**config.mk**
```make
export PLATFORM = sky130hd
export DESIGN_NAME = rtc_alarm_regs
export DESIGN_NICKNAME = d
export VERILOG_FILES = /design/src/rtc_alarm_pkg.sv /design/src/alarm_match_if.sv /design/src/alarm_compare.sv /design/src/rtc_alarm_regs.sv
export SDC_FILE = /design/constraint.sdc
export NUM_CORES = 1
export LEC_CHECK = 0
export BUFFER_PORTS_ARGS = -buffer_cell sky130_fd_sc_hd__buf_2
export CAP_MARGIN = 20
export CORE_ASPECT_RATIO = 0.75
export CORE_MARGIN = 2
export CORE_UTILIZATION = 45
export CTS_CLUSTER_SIZE = 10
export DETAILED_ROUTE_END_ITERATION = 8
export GPL_ROUTABILITY_DRIVEN = 0
export SYNTH_ARGS = -nofsm -noshare
export SYNTH_HDL_FRONTEND = slang
export SYNTH_SLANG_ARGS = --single-unit
export TNS_END_PERCENT = 50
```
**constraint.sdc**
```tcl
create_clock -name i_core_clk -period 5.7 [get_ports i_core_clk]
set_clock_uncertainty 0.05 [all_clocks]
set_input_delay 0.285 -clock i_core_clk [delete_from_list [all_inputs] [get_ports i_core_clk]]
set_output_delay 0.285 -clock i_core_clk [all_outputs]
set_load 0.05 [all_outputs]
```
**src/rtc_alarm_pkg.sv**
```systemverilog
// constants for the dual alarm register block and the second-length trimming
// assumes a single 250 MHz core clock domain; register port driven by the serial engine
`default_nettype none
package rtc_alarm_pkg;
   localparam logic [3:0] WEEKLY_MINUTE_OFS = 4'h8;
   localparam logic [3:0] WEEKLY_HOUR_OFS = 4'h9;
   localparam logic [3:0] WEEKLY_DAY_MASK_OFS = 4'hA;
   localparam logic [3:0] DAILY_MINUTE_OFS = 4'hB;
   localparam logic [3:0] DAILY_HOUR_OFS = 4'hC;
   localparam int ADDR_W = 4;
   localparam int DATA_W = 8;
   localparam int MINUTE_W = 7;
   localparam int HOUR_W = 6;
   localparam int DAY_W = 7;
   localparam int WEEKDAY_W = 3;
   localparam int HOUR_AFTERNOON_BIT = 5;
   localparam logic [DATA_W-1:0] READ_ZERO = 8'h00;
   localparam logic [MINUTE_W-1:0] MINUTE_RESET = 7'h00;
   localparam logic [HOUR_W-1:0] HOUR_RESET = 6'h00;
   localparam logic [DAY_W-1:0] DAY_MASK_RESET = 7'h00;
   localparam logic [WEEKDAY_W-1:0] WEEKDAY_LAST = 3'h6;
   // second length in crystal pulses and the trim step applied on 20 s slots
   localparam int PULSE_W = 16;
   localparam logic [PULSE_W-1:0] NOMINAL_PULSES = 16'h8000;
   localparam logic [PULSE_W-1:0] PULSE_ZERO = 16'h0000;
   localparam logic [PULSE_W-1:0] PULSE_ONE = 16'h0001;
   localparam int TRIM_W = 7;
   localparam int TRIM_DIR_BIT = 6;
   localparam int TRIM_STEP_SHIFT = 1;
   localparam logic [5:0] TRIM_NEUTRAL_MAX = 6'h01;
   localparam logic [5:0] TRIM_ONE = 6'h01;
   localparam int TRIM_PERIOD_S = 20;
endpackage
`default_nettype wire

```
**src/alarm_match_if.sv**
```systemverilog
// carries one alarm's programmed time and the running time to a comparator
// assumes both ends sit on the core clock
`default_nettype none
interface alarm_match_if;
   import rtc_alarm_pkg::*;
   logic [MINUTE_W-1:0] alarm_minute;
   logic [HOUR_W-1:0] alarm_hour;
   logic [DAY_W-1:0] day_enable;
   logic use_day_mask;
   logic [MINUTE_W-1:0] cur_minute;
   logic [HOUR_W-1:0] cur_hour;
   logic [WEEKDAY_W-1:0] weekday;
   logic match;
   modport cmp (input alarm_minute, alarm_hour, day_enable, use_day_mask, cur_minute, cur_hour, weekday,
                output match);
   modport owner (output alarm_minute, alarm_hour, day_enable, use_day_mask, cur_minute, cur_hour, weekday,
                  input match);
endinterface
`default_nettype wire

```
**src/alarm_compare.sv**
```systemverilog
// one alarm comparator: registered match level against the running time
// assumes running time comes from same-clock counters, no synchroniser needed
`default_nettype none
module alarm_compare
   import rtc_alarm_pkg::*;
(
   input wire logic i_core_clk,
   input wire logic i_rst,
   input wire logic i_ce,
   alarm_match_if.cmp am
);
   typedef struct packed {
      logic match;
   } cmp_state_t;

   cmp_state_t state_reg;
   cmp_state_t state_next;
   logic day_ok;

   always_comb begin
      state_next = state_reg;
      // weekday code 7 has no mask bit, so it never enables a weekly alarm
      day_ok = !am.use_day_mask || ((am.weekday <= WEEKDAY_LAST) && am.day_enable[am.weekday]);
      if (i_ce) begin
         // raw bit compare keeps the afternoon bit meaning identical to the hour counter's
         state_next.match = day_ok && (am.alarm_minute == am.cur_minute)
            && (am.alarm_hour == am.cur_hour);
      end
   end

   always_ff @(posedge i_core_clk) begin
      if (i_rst) begin
         state_reg <= '0;
      end else begin
         state_reg <= state_next;
      end
   end

   assign am.match = state_reg.match;

   property p_empty_mask_silent;
      @(posedge i_core_clk) disable iff (i_rst)
      (i_ce && am.use_day_mask && am.day_enable == '0) |=> !am.match;
   endproperty
   a_empty_mask_silent: assert property (p_empty_mask_silent) else $error("alarm fired with empty day mask");

   property p_day_select;
      @(posedge i_core_clk) disable iff (i_rst)
      (i_ce && am.use_day_mask && am.weekday <= WEEKDAY_LAST && !am.day_enable[am.weekday]) |=> !am.match;
   endproperty
   a_day_select: assert property (p_day_select) else $error("alarm fired on a masked weekday");

   property p_match_follows_time;
      @(posedge i_core_clk) disable iff (i_rst)
      (i_ce && am.alarm_minute == am.cur_minute && am.alarm_hour == am.cur_hour && !am.use_day_mask)
         |=> am.match;
   endproperty
   a_match_follows_time: assert property (p_match_follows_time) else $error("equal time gave no match");

   property p_hour_mismatch;
      @(posedge i_core_clk) disable iff (i_rst)
      (i_ce && am.alarm_hour[HOUR_AFTERNOON_BIT] != am.cur_hour[HOUR_AFTERNOON_BIT]) |=> !am.match;
   endproperty
   a_hour_mismatch: assert property (p_hour_mismatch) else $error("afternoon bit ignored in compare");
endmodule
`default_nettype wire

```
**src/rtc_alarm_regs.sv**
```systemverilog
// weekly and daily alarm registers with comparators, plus the trimmed second prescaler
// assumes the serial engine drives the register port on the core clock;
// the crystal level arrives asynchronously and is synchronised here
`default_nettype none
module rtc_alarm_regs
   import rtc_alarm_pkg::*;
(
   input wire logic i_core_clk,
   input wire logic i_rst,
   input wire logic i_ce,
   input wire logic [ADDR_W-1:0] i_reg_addr,
   input wire logic i_reg_wr,
   input wire logic [DATA_W-1:0] i_reg_wdata,
   output logic [DATA_W-1:0] o_reg_rdata,
   input wire logic [MINUTE_W-1:0] i_cur_minute,
   input wire logic [HOUR_W-1:0] i_cur_hour,
   input wire logic [WEEKDAY_W-1:0] i_weekday,
   input wire logic [TRIM_W-1:0] i_trim,
   input wire logic i_trim_slot,
   input wire logic i_xtal_32k,
   output logic o_clk_32k_out,
   output logic o_sec_tick,
   output logic o_weekly_alarm_match,
   output logic o_daily_alarm_match
);
   typedef struct packed {
      logic [MINUTE_W-1:0] weekly_minute;
      logic [HOUR_W-1:0] weekly_hour;
      logic [DAY_W-1:0] weekly_day_mask;
      logic [MINUTE_W-1:0] daily_minute;
      logic [HOUR_W-1:0] daily_hour;
      logic [DATA_W-1:0] rdata;
      logic xtal_meta;
      logic xtal_sync;
      logic xtal_prev;
      logic clk_out;
      logic [PULSE_W-1:0] pulse_cnt;
      logic sec_tick;
   } regs_state_t;

   regs_state_t state_reg;
   regs_state_t state_next;
   logic [PULSE_W-1:0] second_len;
   logic [PULSE_W-1:0] trim_delta;
   logic xtal_rise;
   logic [TRIM_DIR_BIT-1:0] trim_mag;

   alarm_match_if weekly_if ();
   alarm_match_if daily_if ();

   assign trim_mag = i_trim[TRIM_DIR_BIT-1:0];

   // second length for the current second; only slot seconds are stretched or shortened
   always_comb begin
      trim_delta = PULSE_ZERO;
      if (i_trim[TRIM_DIR_BIT]) begin
         trim_delta = PULSE_W'({(~trim_mag) + TRIM_ONE, 1'b0});
      end else if (trim_mag > TRIM_NEUTRAL_MAX) begin
         trim_delta = PULSE_W'({trim_mag - TRIM_ONE, 1'b0});
      end
      second_len = NOMINAL_PULSES;
      if (i_trim_slot && trim_mag > TRIM_NEUTRAL_MAX) begin
         second_len = i_trim[TRIM_DIR_BIT] ? NOMINAL_PULSES - trim_delta : NOMINAL_PULSES + trim_delta;
      end
   end

   assign xtal_rise = state_reg.xtal_sync && !state_reg.xtal_prev;

   always_comb begin
      state_next = state_reg;
      if (i_ce) begin
         state_next.xtal_meta = i_xtal_32k;
         state_next.xtal_sync = state_reg.xtal_meta;
         state_next.xtal_prev = state_reg.xtal_sync;
         // output follows the crystal alone, so no trim setting can disturb it
         state_next.clk_out = state_reg.xtal_sync;
         state_next.sec_tick = 1'b0;
         if (xtal_rise) begin
            if (state_reg.pulse_cnt >= second_len - PULSE_ONE) begin
               state_next.pulse_cnt = PULSE_ZERO;
               state_next.sec_tick = 1'b1;
            end else begin
               state_next.pulse_cnt = state_reg.pulse_cnt + PULSE_ONE;
            end
         end
         if (i_reg_wr) begin
            unique case (i_reg_addr)
               WEEKLY_MINUTE_OFS: state_next.weekly_minute = i_reg_wdata[MINUTE_W-1:0];
               WEEKLY_HOUR_OFS: state_next.weekly_hour = i_reg_wdata[HOUR_W-1:0];
               WEEKLY_DAY_MASK_OFS: state_next.weekly_day_mask = i_reg_wdata[DAY_W-1:0];
               DAILY_MINUTE_OFS: state_next.daily_minute = i_reg_wdata[MINUTE_W-1:0];
               DAILY_HOUR_OFS: state_next.daily_hour = i_reg_wdata[HOUR_W-1:0];
               default: ;
            endcase
         end
         // unused upper bits are never stored, so they read zero
         unique case (i_reg_addr)
            WEEKLY_MINUTE_OFS: state_next.rdata = DATA_W'(state_reg.weekly_minute);
            WEEKLY_HOUR_OFS: state_next.rdata = DATA_W'(state_reg.weekly_hour);
            WEEKLY_DAY_MASK_OFS: state_next.rdata = DATA_W'(state_reg.weekly_day_mask);
            DAILY_MINUTE_OFS: state_next.rdata = DATA_W'(state_reg.daily_minute);
            DAILY_HOUR_OFS: state_next.rdata = DATA_W'(state_reg.daily_hour);
            default: state_next.rdata = READ_ZERO;
         endcase
      end
   end

   // alarm contents carry no meaning after an oscillation halt; reset only makes simulation defined
   always_ff @(posedge i_core_clk) begin
      if (i_rst) begin
         state_reg <= '0;
      end else begin
         state_reg <= state_next;
      end
   end

   assign weekly_if.alarm_minute = state_reg.weekly_minute;
   assign weekly_if.alarm_hour = state_reg.weekly_hour;
   assign weekly_if.day_enable = state_reg.weekly_day_mask;
   assign weekly_if.use_day_mask = 1'b1;
   assign weekly_if.cur_minute = i_cur_minute;
   assign weekly_if.cur_hour = i_cur_hour;
   assign weekly_if.weekday = i_weekday;
   assign daily_if.alarm_minute = state_reg.daily_minute;
   assign daily_if.alarm_hour = state_reg.daily_hour;
   assign daily_if.day_enable = DAY_MASK_RESET;
   assign daily_if.use_day_mask = 1'b0;
   assign daily_if.cur_minute = i_cur_minute;
   assign daily_if.cur_hour = i_cur_hour;
   assign daily_if.weekday = i_weekday;

   alarm_compare u_weekly (
      .i_core_clk(i_core_clk),
      .i_rst(i_rst),
      .i_ce(i_ce),
      .am(weekly_if)
   );

   alarm_compare u_daily (
      .i_core_clk(i_core_clk),
      .i_rst(i_rst),
      .i_ce(i_ce),
      .am(daily_if)
   );

   assign o_reg_rdata = state_reg.rdata;
   assign o_clk_32k_out = state_reg.clk_out;
   assign o_sec_tick = state_reg.sec_tick;
   assign o_weekly_alarm_match = weekly_if.match;
   assign o_daily_alarm_match = daily_if.match;

   property p_weekly_minute_rd;
      @(posedge i_core_clk) disable iff (i_rst)
      (i_ce && !i_reg_wr && i_reg_addr == WEEKLY_MINUTE_OFS)
         |=> o_reg_rdata == {1'b0, $past(state_reg.weekly_minute)};
   endproperty
   a_weekly_minute_rd: assert property (p_weekly_minute_rd) else $error("weekly minute readback wrong");

   property p_weekly_hour_wr;
      @(posedge i_core_clk) disable iff (i_rst)
      (i_ce && i_reg_wr && i_reg_addr == WEEKLY_HOUR_OFS) ##1 (i_ce && !i_reg_wr && i_reg_addr == WEEKLY_HOUR_OFS)
         |=> o_reg_rdata == ($past(i_reg_wdata, 2) & 8'h3F);
   endproperty
   a_weekly_hour_wr: assert property (p_weekly_hour_wr) else $error("weekly hour write not read back");

   property p_mask_top_zero;
      @(posedge i_core_clk) disable iff (i_rst)
      (i_ce && i_reg_addr == WEEKLY_DAY_MASK_OFS) |=> !o_reg_rdata[7];
   endproperty
   a_mask_top_zero: assert property (p_mask_top_zero) else $error("day mask bit 7 read as one");

   property p_daily_minute_wr;
      @(posedge i_core_clk) disable iff (i_rst)
      (i_ce && i_reg_wr && i_reg_addr == DAILY_MINUTE_OFS) |=> state_reg.daily_minute == $past(i_reg_wdata[6:0]);
   endproperty
   a_daily_minute_wr: assert property (p_daily_minute_wr) else $error("daily minute not stored");

   property p_daily_hour_rd;
      @(posedge i_core_clk) disable iff (i_rst)
      (i_ce && i_reg_addr == DAILY_HOUR_OFS) |=> o_reg_rdata[7:6] == 2'b00;
   endproperty
   a_daily_hour_rd: assert property (p_daily_hour_rd) else $error("daily hour upper bits nonzero");

   property p_clk_out_free;
      @(posedge i_core_clk) disable iff (i_rst)
      i_ce |=> o_clk_32k_out == $past(state_reg.xtal_sync);
   endproperty
   a_clk_out_free: assert property (p_clk_out_free) else $error("clock output disturbed");

   property p_tick_at_length;
      @(posedge i_core_clk) disable iff (i_rst)
      (i_ce && xtal_rise && state_reg.pulse_cnt == second_len - PULSE_ONE)
         |=> (o_sec_tick && state_reg.pulse_cnt == '0);
   endproperty
   a_tick_at_length: assert property (p_tick_at_length) else $error("second did not end at its length");

   property p_no_early_tick;
      @(posedge i_core_clk) disable iff (i_rst)
      (i_ce && !(xtal_rise && state_reg.pulse_cnt >= second_len - PULSE_ONE)) |=> !o_sec_tick;
   endproperty
   a_no_early_tick: assert property (p_no_early_tick) else $error("second ended early");
endmodule
`default_nettype wire

```
==> results of run 1 <==
## critical path: cells and delay by family
| family | cells | cell delay, ps |
|---|---|---|
| adder cells (fa/ha/maj) | 3 | 870 |
| XOR/XNOR | 1 | 190 |
| buffers and inverters | 2 | 330 |
| AND/OR/NAND/NOR | 7 | 1700 |
| AO/OA/AOI/OAI | 6 | 1710 |
## cells in the mapped netlist, types with 4 or more instances
cell type,count
buf_4,11
a21oi_1,29
ha_1,21
and3_1,5
xnor2_1,25
buf_6,4
nor3_1,8
xor2_1,20
o21ai_0,9
a31oi_1,4
inv_1,10
o211ai_1,4
nor4_1,6
mux2i_1,46
and2_1,6
nand2_1,33
nand2b_1,5
dfxtp_1,62
nand4_1,7
a221oi_1,10
nor2_1,86
clkbuf_1,15
nand3_1,13
buf_2,4
## per-stage QoR
stage               setup WS, ps  cell area, sq um
floorplan                   1130              4160
global route                 298              4660
detailed placement           395              4340
finish                       740              4660
CTS                          696              4660
global placement             437              4340
## layout by cell type (no fill, tap or decap), types with 5 or more instances in the layout
cell | Yosys | routed
a21oi_1 | 29 | 29
clkbuf_16 | 0 | 9
xor2_1 | 20 | 20
xnor2_1 | 25 | 25
nand3_1 | 13 | 13
mux2i_1 | 46 | 46
nor4_1 | 6 | 6
nand2_1 | 33 | 33
nand2b_1 | 5 | 5
inv_1 | 10 | 10
a221oi_1 | 10 | 10
ha_1 | 21 | 21
nand4_1 | 7 | 7
dfxtp_1 | 62 | 62
buf_2 | 4 | 50
o21ai_0 | 9 | 9
and2_1 | 6 | 6
and3_1 | 5 | 5
nor3_1 | 8 | 8
nor2_1 | 86 | 86
## how the worst max path moves through the flow
| stage | to | slack [ps] | depth (start not counted) |
|---|---|---|---|
| CTS | state_reg[11] | 700 | 19 |
| detailed placement | state_reg[11] | 400 | 19 |
| floorplan | state_reg[10] | 1130 | 22 |
| global route | state_reg[11] | 300 | 19 |
| global placement | state_reg[15] | 440 | 19 |
| finish | state_reg[11] | 740 | 19 |
## power by group through the flow
stage | Combinational [mW] | Sequential, mW | Clock [mW]
after floorplan | 0.108 | 0.448 | 0
after global routing | 0.169 | 0.439 | 0.605
after global placement | 0.146 | 0.448 | 0
after detailed placement | 0.150 | 0.448 | 0
final | 0.151 | 0.439 | 0.568
after CTS | 0.151 | 0.439 | 0.575
## logic make-up (layout without fill, tap and decap cells)
group,count (synthesis),count (layout)
multiplexers,47,47
flip-flops,62,62
adder cells (fa/ha/maj),21,21
AO/OA/AOI/OAI,81,81
XOR/XNOR,45,45
buffers and inverters,45,77
other,1,1
AND/OR/NAND/NOR,201,201
## routing by layer
| layer | global-route usage | share of wire | vias up | wire (um) |
|---|---|---|---|---|
| li1 | - | - | 1824 | - |
| met1 | 0.324 | 0.52 | 1674 | 5290 |
| met2 | 0.299 | 0.41 | 103 | 4240 |
| met3 | 0.0578 | 0.063 | 5 | 645 |
| met4 | 0.0460 | 0.0062 | 0 | 63 |
| met5 | 0 | 0 | - | 0 |
## layout make-up
type	instances	area, sq um
clock buffer	13	280
clock inverter	3	40.0
fill	883	4350
inverter	10	37.5
multi-input combinational	396	2670
sequential	62	1240
tap	112	140
timing repair buffer	51	258
==> impl_metrics.yaml, run 1 <==
run_status:
  status: "finished, final reports clean"
clock_tree:
  cts_setup_buffers: 0
  cts.repair.resized: 0
  cts_made_buffers: 9
  ctsHoldBuffers: 0
  cts_max_level: 3
  cts_tree: "yes"
  cts.sinks: 62
  cts_buffer_depth: 2
  path_clk_slew_ps: 50
  root_buffer: "clkbuf_16"
  clk-insertion-delay-late_ps: 320
power:
  ir_worst_vdd_mv: 0.187
  p_sw_uw: 278
  internal_power_uw: 881
  clock_power_share: 0.490
  p_leak_nw: 1.92
  p_comb_frac: 0.130
  total_power_mw: 1.16
  cellPowerDensity_mw_per_mm2: 248
  pwr-share-seq: 0.379
  switching_share: 0.240
placed_design:
  dp_hpwl_mm: 7.78
  place_inst: 631
  port_buffers: 50
route:
  drtIter0Drc: 248
  finalWirelength_mm: 10.2
  drtPass1Iterations: 5
  route.detailed.drc: 0
  wl_per_cell_um: 15.8
  vias: 3606
  via_per_inst: 5.57
  postRouteAntennaNets: 0
finish:
  fin_util: 0.518
  nNetsFinal: 592
  syn_to_final_growth_pct: 12.0
  layout-drive-gt1-share: 0.153
  largest_reg_flops: 18
  layout.cells.non_filler: 647
  n_antenna_cell: 0
synthesis:
  synthMuxAreaShare: 0.116
  yosys_warnings: 0
  ys.flop_type: "dfxtp_1"
  synthSimpleGateAreaFrac: 0.237
  synth-async-reset-ratio: 0
  synth.area.top_cells: "dfxtp_1, mux2i_1, nor2_1, ha_1, xnor2_1"
  yosysSeqAreaShare: 0.298
  ys_ff_latch: 62
  synth_cell_type_count: 62
  synth_top_family_by_area: "simple AND/OR/NAND/NOR gates"
  yosys.area_share.adder: 0.0631
  syn_nets: 565
  synthCells: 503
  post-synth-top-area-cell: "dfxtp_1"
  synth_top_area_frac: 0.298
  synth_xor_area_frac: 0.0947
  postSynthAreaPerCell_sq_um: 8.28
  synth_area_sq_mm: 0.00416
  synth_edf_count: 0
  synth_compound_area_frac: 0.129
critical_path:
  cp.required_ps: 5810
  timing.rr.start: "state_reg[3]"
  cpMostUsedCell: "ha_1"
  r2r_slack_ps: 3310
  r2r_cells: 7
  cpPeakStageDelay_ps: 700
  crit_type: "in -> reg"
  cp_max_fo: 13
  cp_cell_sequence: "buf_2 -> inv_1 -> ha_1 -> nor2_1 -> or3_1 -> a21oi_1 -> ha_1 -> nand2_1 -> xnor2_1 -> o21ai_0 -> or2_2 -> or4_1 -> a31oi_1 -> ha_1 -> and4_1 -> o211ai_1 -> o31a_1 -> o21bai_1 -> nor2_1"
  cp-startpoint: "i_trim[0]"
  worst_ep_arrival_time_ps: 5070
  end_kind: "register"
  crit_slowest_cell: "o21bai_1"
  r2r_end: "state_reg[11]"
  start_kind: "primary input"
die:
  core.rowCount: 30
  dieArea_sq_mm: 0.0100
  top_level_ports: 53
  die_y_um: 87.3
  start_util: 0.462
  core_sq_mm: 0.00901
  dieWidth_um: 115
min_path:
  holdPathEnd: "state_reg[20]"
  hold_path_depth: 3
  hp-class: "in -> reg"
  hold_start: "i_xtal_32k"
grt:
  grtUsageTotal: 0.214
  grt_overflow: 0
  grt_pass1_vias: 3287
  grt_pass1_wl_mm: 16.7
  grt_max_degree: 53
  antenna_found_initial: 0
sta:
  rsz0062_at_grt: "false"
  setup_viol: 0
  post-route-min-period_ps: 4960
  slew_viol_final: 0
  slew_headroom: 0.371
  clock.fmax_ghz: 0.202
  worst_slew_pin_slew_ps: 944
  fin_crit_sh: 0.870
  finalHoldViolCount: 0
  whs_ps: 163
  fin_setup_tns_ps: 0
run:
  cap_viol_max_count: 0
Note: power is estimated with default switching activity, not from simulation.
==> run 2: changes to the inputs <==
CELL_PAD_IN_SITES_DETAIL_PLACEMENT = 1   (was unset)
CELL_PAD_IN_SITES_GLOBAL_PLACEMENT = 2   (was unset)
CORE_UTILIZATION = 35   (was 45)
PLACE_DENSITY_LB_ADDON = 0.1   (was unset)
==> run 2 against run 1 <==
Effect of this change:
- final cell count up 7.9%
- total power increased by 0.69%
- hold slack worse by 24 ps
- sequential share of layout area decreased by 0.37 points
- combinational power grew 4%
- fmax fell by 0.78%
- sequential power about the same
- register-to-register slack worse by 70 ps
- die area is 27% higher
- global-route usage decreased by 1.3 points
- largest cell class unchanged
==> impl_metrics.yaml, run 2 (synthesis gave the netlist of run 1 again) <==
die:
  top_level_ports: 53
  dieArea_sq_mm: 0.0128
  die_y_um: 98.4
  start_util: 0.358
  core.rowCount: 34
  dieWidth_um: 130
  core_sq_mm: 0.0116
finish:
  nNetsFinal: 594
  n_antenna_cell: 0
  final_cell_mix: "nor2_1, dfxtp_1, buf_2"
  layout-drive-gt1-share: 0.155
  syn_to_final_growth_pct: 13.6
  largest_reg_flops: 18
  layout_commonest_cell: "nor2_1"
run:
  cap_viol_max_count: 0
route:
  postRouteAntennaNets: 0
  drtIter0Drc: 226
  finalWirelength_mm: 12.3
  vias: 3638
  route.detailed.drc: 0
  wl_per_cell_um: 17.6
  via_per_inst: 5.21
  drtPass1Iterations: 4
clock_tree:
  cts_setup_buffers: 0
  ctsHoldBuffers: 0
  path_clk_slew_ps: 50
  cts_buffer_depth: 2
  clk-insertion-delay-late_ps: 330
  root_buffer: "clkbuf_16"
  cts.sinks: 62
  cts_made_buffers: 9
  cts_tree: "yes"
  cts.repair.resized: 0
  cts_max_level: 3
grt:
  grt_pass1_vias: 3801
  grt_pass1_wl_mm: 19.9
  antenna_found_initial: 0
  grtUsageTotal: 0.201
  grt_overflow: 0
  grt_max_degree: 53
critical_path:
  cpPeakStageDelay_ps: 770
  crit_type: "in -> reg"
  cp.buffers_inverters: 2
  cpMostUsedCell: "ha_1"
  cp_cell_sequence: "buf_2 -> inv_1 -> ha_1 -> nor2_1 -> or3_1 -> a21oi_1 -> ha_1 -> nand2_1 -> xnor2_1 -> o21ai_0 -> or2_2 -> or4_1 -> a31oi_1 -> ha_1 -> and4_1 -> o211ai_1 -> o31a_1 -> o21bai_1 -> nor2_1"
  crit_slowest_cell: "o21bai_1"
  cp.required_ps: 5820
  cp_top_family: "compound AO/OA/AOI/OAI gates"
  end_kind: "register"
  cp_max_fo: 13
  start_kind: "primary input"
  worst_ep_arrival_time_ps: 5120
sta:
  rsz0062_at_grt: "false"
  worst_slew_pin_slew_ps: 986
  slew_viol_final: 0
  fin_setup_tns_ps: 0
  finalHoldViolCount: 0
  slew_headroom: 0.343
  clock.fmax_ghz: 0.200
  setup_viol: 0
  fin_crit_sh: 0.877
  whs_ps: 139
  post-route-min-period_ps: 5000
min_path:
  hp-class: "in -> reg"
power:
  p_leak_nw: 1.92
  ir_worst_vdd_mv: 0.127
  cellPowerDensity_mw_per_mm2: 247
run_status:
  status: "finished, final reports clean"
placed_design:
  port_buffers: 50
  dp_hpwl_mm: 9.20
run 2: cell count changes in the layout (fill, tap and decap cells not counted):
cell	before	now
clkinvlp_4	0	1
clkbuf_8	4	3
buf_4	1	3
clkinv_2	2	1
run 2: through the flow:
stage	instances	setup slack (ps)	instance area (sq um)	util	power, mW
after global routing	698	223	4730	0.407	1.21
final	698	701	4730	0.407	1.17
after global placement	683	487	4420	0.381	0.601
after floorplan	503	1130	4160	-	0.555
after CTS	698	649	4730	0.407	1.18
after detailed placement	683	301	4420	0.381	0.605
run 2: power breakdown:
| group | total, mW | switching [mW] | internal (mW) |
|---|---|---|---|
| Sequential | 0.439 | 0.00260 | 0.436 |
| Clock | 0.571 | 0.200 | 0.371 |
| Combinational | 0.157 | 0.0958 | 0.0608 |
run 2: area by class of cell:
type	instances	area, sq um
Multi-Input combinational cell	396	2670
Fill cell	1416	6880
Inverter	10	37.5
Clock inverter	3	42.5
Tap cell	162	203
Clock buffer	12	267
Timing Repair Buffer	53	273
Sequential cell	62	1240
run 2: worst reg2reg max path, stage by stage, from the launching register on:
cell,delay (ps)
dfxtp_1,390
ha_1,320
nand2_1,40
o21ai_0,170
a21oi_1,90
o31a_1,330
o21bai_1,770
nor2_1,140
run 2: worst paths after layout:
kind | startpoint | end | slack, ps | depth (start not counted)
min reg2reg | o_reg_rdata[1] | o_reg_rdata[1] | 440 | 2
max reg2reg | state_reg[3] | state_reg[15] | 3240 | 7
max | i_trim[0] | state_reg[15] | 700 | 19
min | i_xtal_32k | state_reg[20] | 140 | 3
run 2: layer usage:
layer / global-route usage / wire (um)
met5: 0 / 0
met4: 0.0596 / 159
met3: 0.0391 / 433
met2: 0.295 / 5090
met1: 0.298 / 6570
==> run 3: changes to the inputs <==
ABC_AREA = 1   (was unset)
CORE_UTILIZATION = 32   (was 35)
PLACE_DENSITY = 0.9   (was unset)
PLACE_DENSITY_LB_ADDON = unset   (was 0.1)
==> run 3 against run 2 <==
Effect of this change:
- final area shrank 2.9%
- area after synthesis shrank 4.4%
- final cell count grew 13%
- largest power group unchanged
- flip-flop and latch count is the same
- global-route usage grew 0.061 points
- register-to-register slack gained 270 ps
- synthesized cell count grew 15%
- critical path depth grew 9
- highest routed layer unchanged
- core utilization shrank 3.1 points
- critical path type unchanged
- clock-buffer cell count shrank 2
- critical endpoint is now state_reg[6]
- routed wire length grew 3.9%
- die area grew 4.4%
==> impl_metrics.yaml, run 3 <==
placed_design:
  dp_hpwl_mm: 10.2
  place_inst: 773
  postPlaceCellArea_sq_mm: 0.00432
  port_buffers: 50
sta:
  fin_setup_tns_ps: 0
  setup_viol: 0
  worst_slew_pin_slew_ps: 789
  finalHoldViolCount: 0
  slew_headroom: 0.472
  clock.fmax_ghz: 0.242
  post-route-min-period_ps: 4120
  slew_viol_final: 0
  fin_crit_sh: 0.724
  rsz0062_at_grt: "false"
clock_tree:
  cts_setup_buffers: 0
  cts_buffer_depth: 2
  cts_made_buffers: 9
  cts_max_level: 3
  cts.sinks: 62
  clk-insertion-delay-late_ps: 340
  root_buffer: "clkbuf_16"
  ctsHoldBuffers: 0
  cts_tree: "yes"
  cts.repair.resized: 0
  path_clk_slew_ps: 60
grt:
  grt_max_degree: 26
  grt.met1_usage: 0.288
  grtUsageMet2: 0.307
  grtUsageTotal: 0.202
  grt_pass1_vias: 4200
  antenna_found_initial: 0
  busiest_layer: "met2"
  grt_use_met3: 0.0468
  grt_overflow: 0
  grt_pass1_wl_mm: 21.2
route:
  vias: 4010
  wl_per_cell_um: 16.1
  drtIter0Drc: 240
  via_per_inst: 5.08
  drtPass1Iterations: 4
  route.detailed.drc: 0
  finalWirelength_mm: 12.7
  postRouteAntennaNets: 0
synthesis:
  ys.flop_type: "dfxtp_1"
  synth_cell_type_count: 40
  synth_area_sq_mm: 0.00398
  yosys_warnings: 0
  synth-async-reset-ratio: 0
  syn_nets: 640
  yosysSeqAreaShare: 0.312
  synthCells: 578
  yosysMostFrequentCell: "nand2_1"
  post-synth-top-area-cell: "dfxtp_1"
  synth.area.top_cells: "dfxtp_1, nand2_1, a21oi_1, inv_1, ha_1"
  synth_top_area_frac: 0.312
  synth_edf_count: 0
  synthTopCellsByCount: "nand2_1, inv_1, a21oi_1, dfxtp_1, o21ai_0"
  ys_ff_latch: 62
  postSynthAreaPerCell_sq_um: 6.89
finish:
  fin_area_sq_mm: 0.00459
  fin_util: 0.376
  n_antenna_cell: 0
  layout.cells.non_filler: 789
  final_cell_mix: "nand2_1, inv_1, a21oi_1, dfxtp_1, buf_2"
  fillers: 1556
  layout-drive-gt1-share: 0.162
  largest_reg_flops: 18
  layout_commonest_cell: "nand2_1"
  nNetsFinal: 680
  syn_to_final_growth_pct: 15.4
  multi_input_area_sq_mm: 0.00234
  ff_latch_area_sq_mm: 0.00124
run:
  cap_viol_max_count: 0
die:
  top_level_ports: 53
  dieArea_sq_mm: 0.0134
  start_util: 0.326
  dieWidth_um: 133
  die_y_um: 101
  core.rowCount: 35
  core_sq_mm: 0.0122
critical_path:
  end_kind: "register"
  crit_type: "in -> reg"
  cp-startpoint: "i_trim[0]"
  start_kind: "primary input"
  cp_max_fo: 16
  timing.rr.start: "state_reg[4]"
  cp.buffers_inverters: 6
  cp.required_ps: 5900
  crit_slowest_cell: "nand2_1"
  worst_ep_arrival_time_ps: 4320
  cp_top_family: "simple AND/OR/NAND/NOR gates"
  r2r_slack_ps: 3510
  cpMostUsedCell: "nand2_1"
  cpPeakStageDelay_ps: 360
power:
  p_comb_frac: 0.158
  total_power_mw: 1.11
  p_leak_nw: 1.94
  cellPowerDensity_mw_per_mm2: 242
  clock_power_share: 0.445
  pwr-share-seq: 0.398
  switching_share: 0.291
  internal_power_uw: 787
  ir_worst_vdd_mv: 0.127
  p_sw_uw: 323
min_path:
  hp-class: "in -> reg"
  hold_start: "i_xtal_32k"
run_status:
  status: "finished, final reports clean"
run 3: layout make-up:
cell class                 count  area share
multi-input combinational    419       0.510
sequential                    62       0.270
inverter                      76      0.0621
timing repair buffer          50      0.0545
clock buffer                  10      0.0499
tap                          166      0.0452
clock inverter                 6     0.00845
run 3: power groups by stage:
stage	Clock, mW	Combinational, mW	Sequential, mW
finish	0.494	0.175	0.441
global route	0.525	0.198	0.442
CTS	0.504	0.174	0.441
detailed placement	0	0.173	0.450
global placement	0	0.164	0.450
floorplan	0	0.116	0.450
run 3: layer usage:
metal	wire, um	vias to the layer above
met4	125	0
met5	0	-
met1	6340	1905
met2	5280	95
li1	-	1997
met3	987	13
run 3: tightest hold or removal path: stages:
cell,delay (ps)
buf_2,80
nor2_1,30
nor2_1,90
run 3: stage by stage:
stage,setup WS (ps),hold WS [ps]
finish,1580,133
global route,1070,157
CTS,1580,123
detailed placement,1230,406
global placement,1420,407
floorplan,2270,304
run 3: cells by family (layout without fill, tap and decap cells):
kind of cell,count (synthesis),count (layout),synth area share
buf+inv,97,142,0.100
flops,62,62,0.312
xor+xnor,20,20,0.0440
other cells,1,1,0.000942
fa+ha+maj,21,21,0.0660
mux,1,1,0.00283
simple gates,240,240,0.282
compound gates,136,136,0.192
run 3: path summary, 6_finish.rpt:
| kind | end | depth (start not counted) |
|---|---|---|
| min | state_reg[20] | 3 |
| max | state_reg[6] | 28 |
| max reg2reg | state_reg[15] | 10 |
| min reg2reg | o_reg_rdata[0] | 2 |
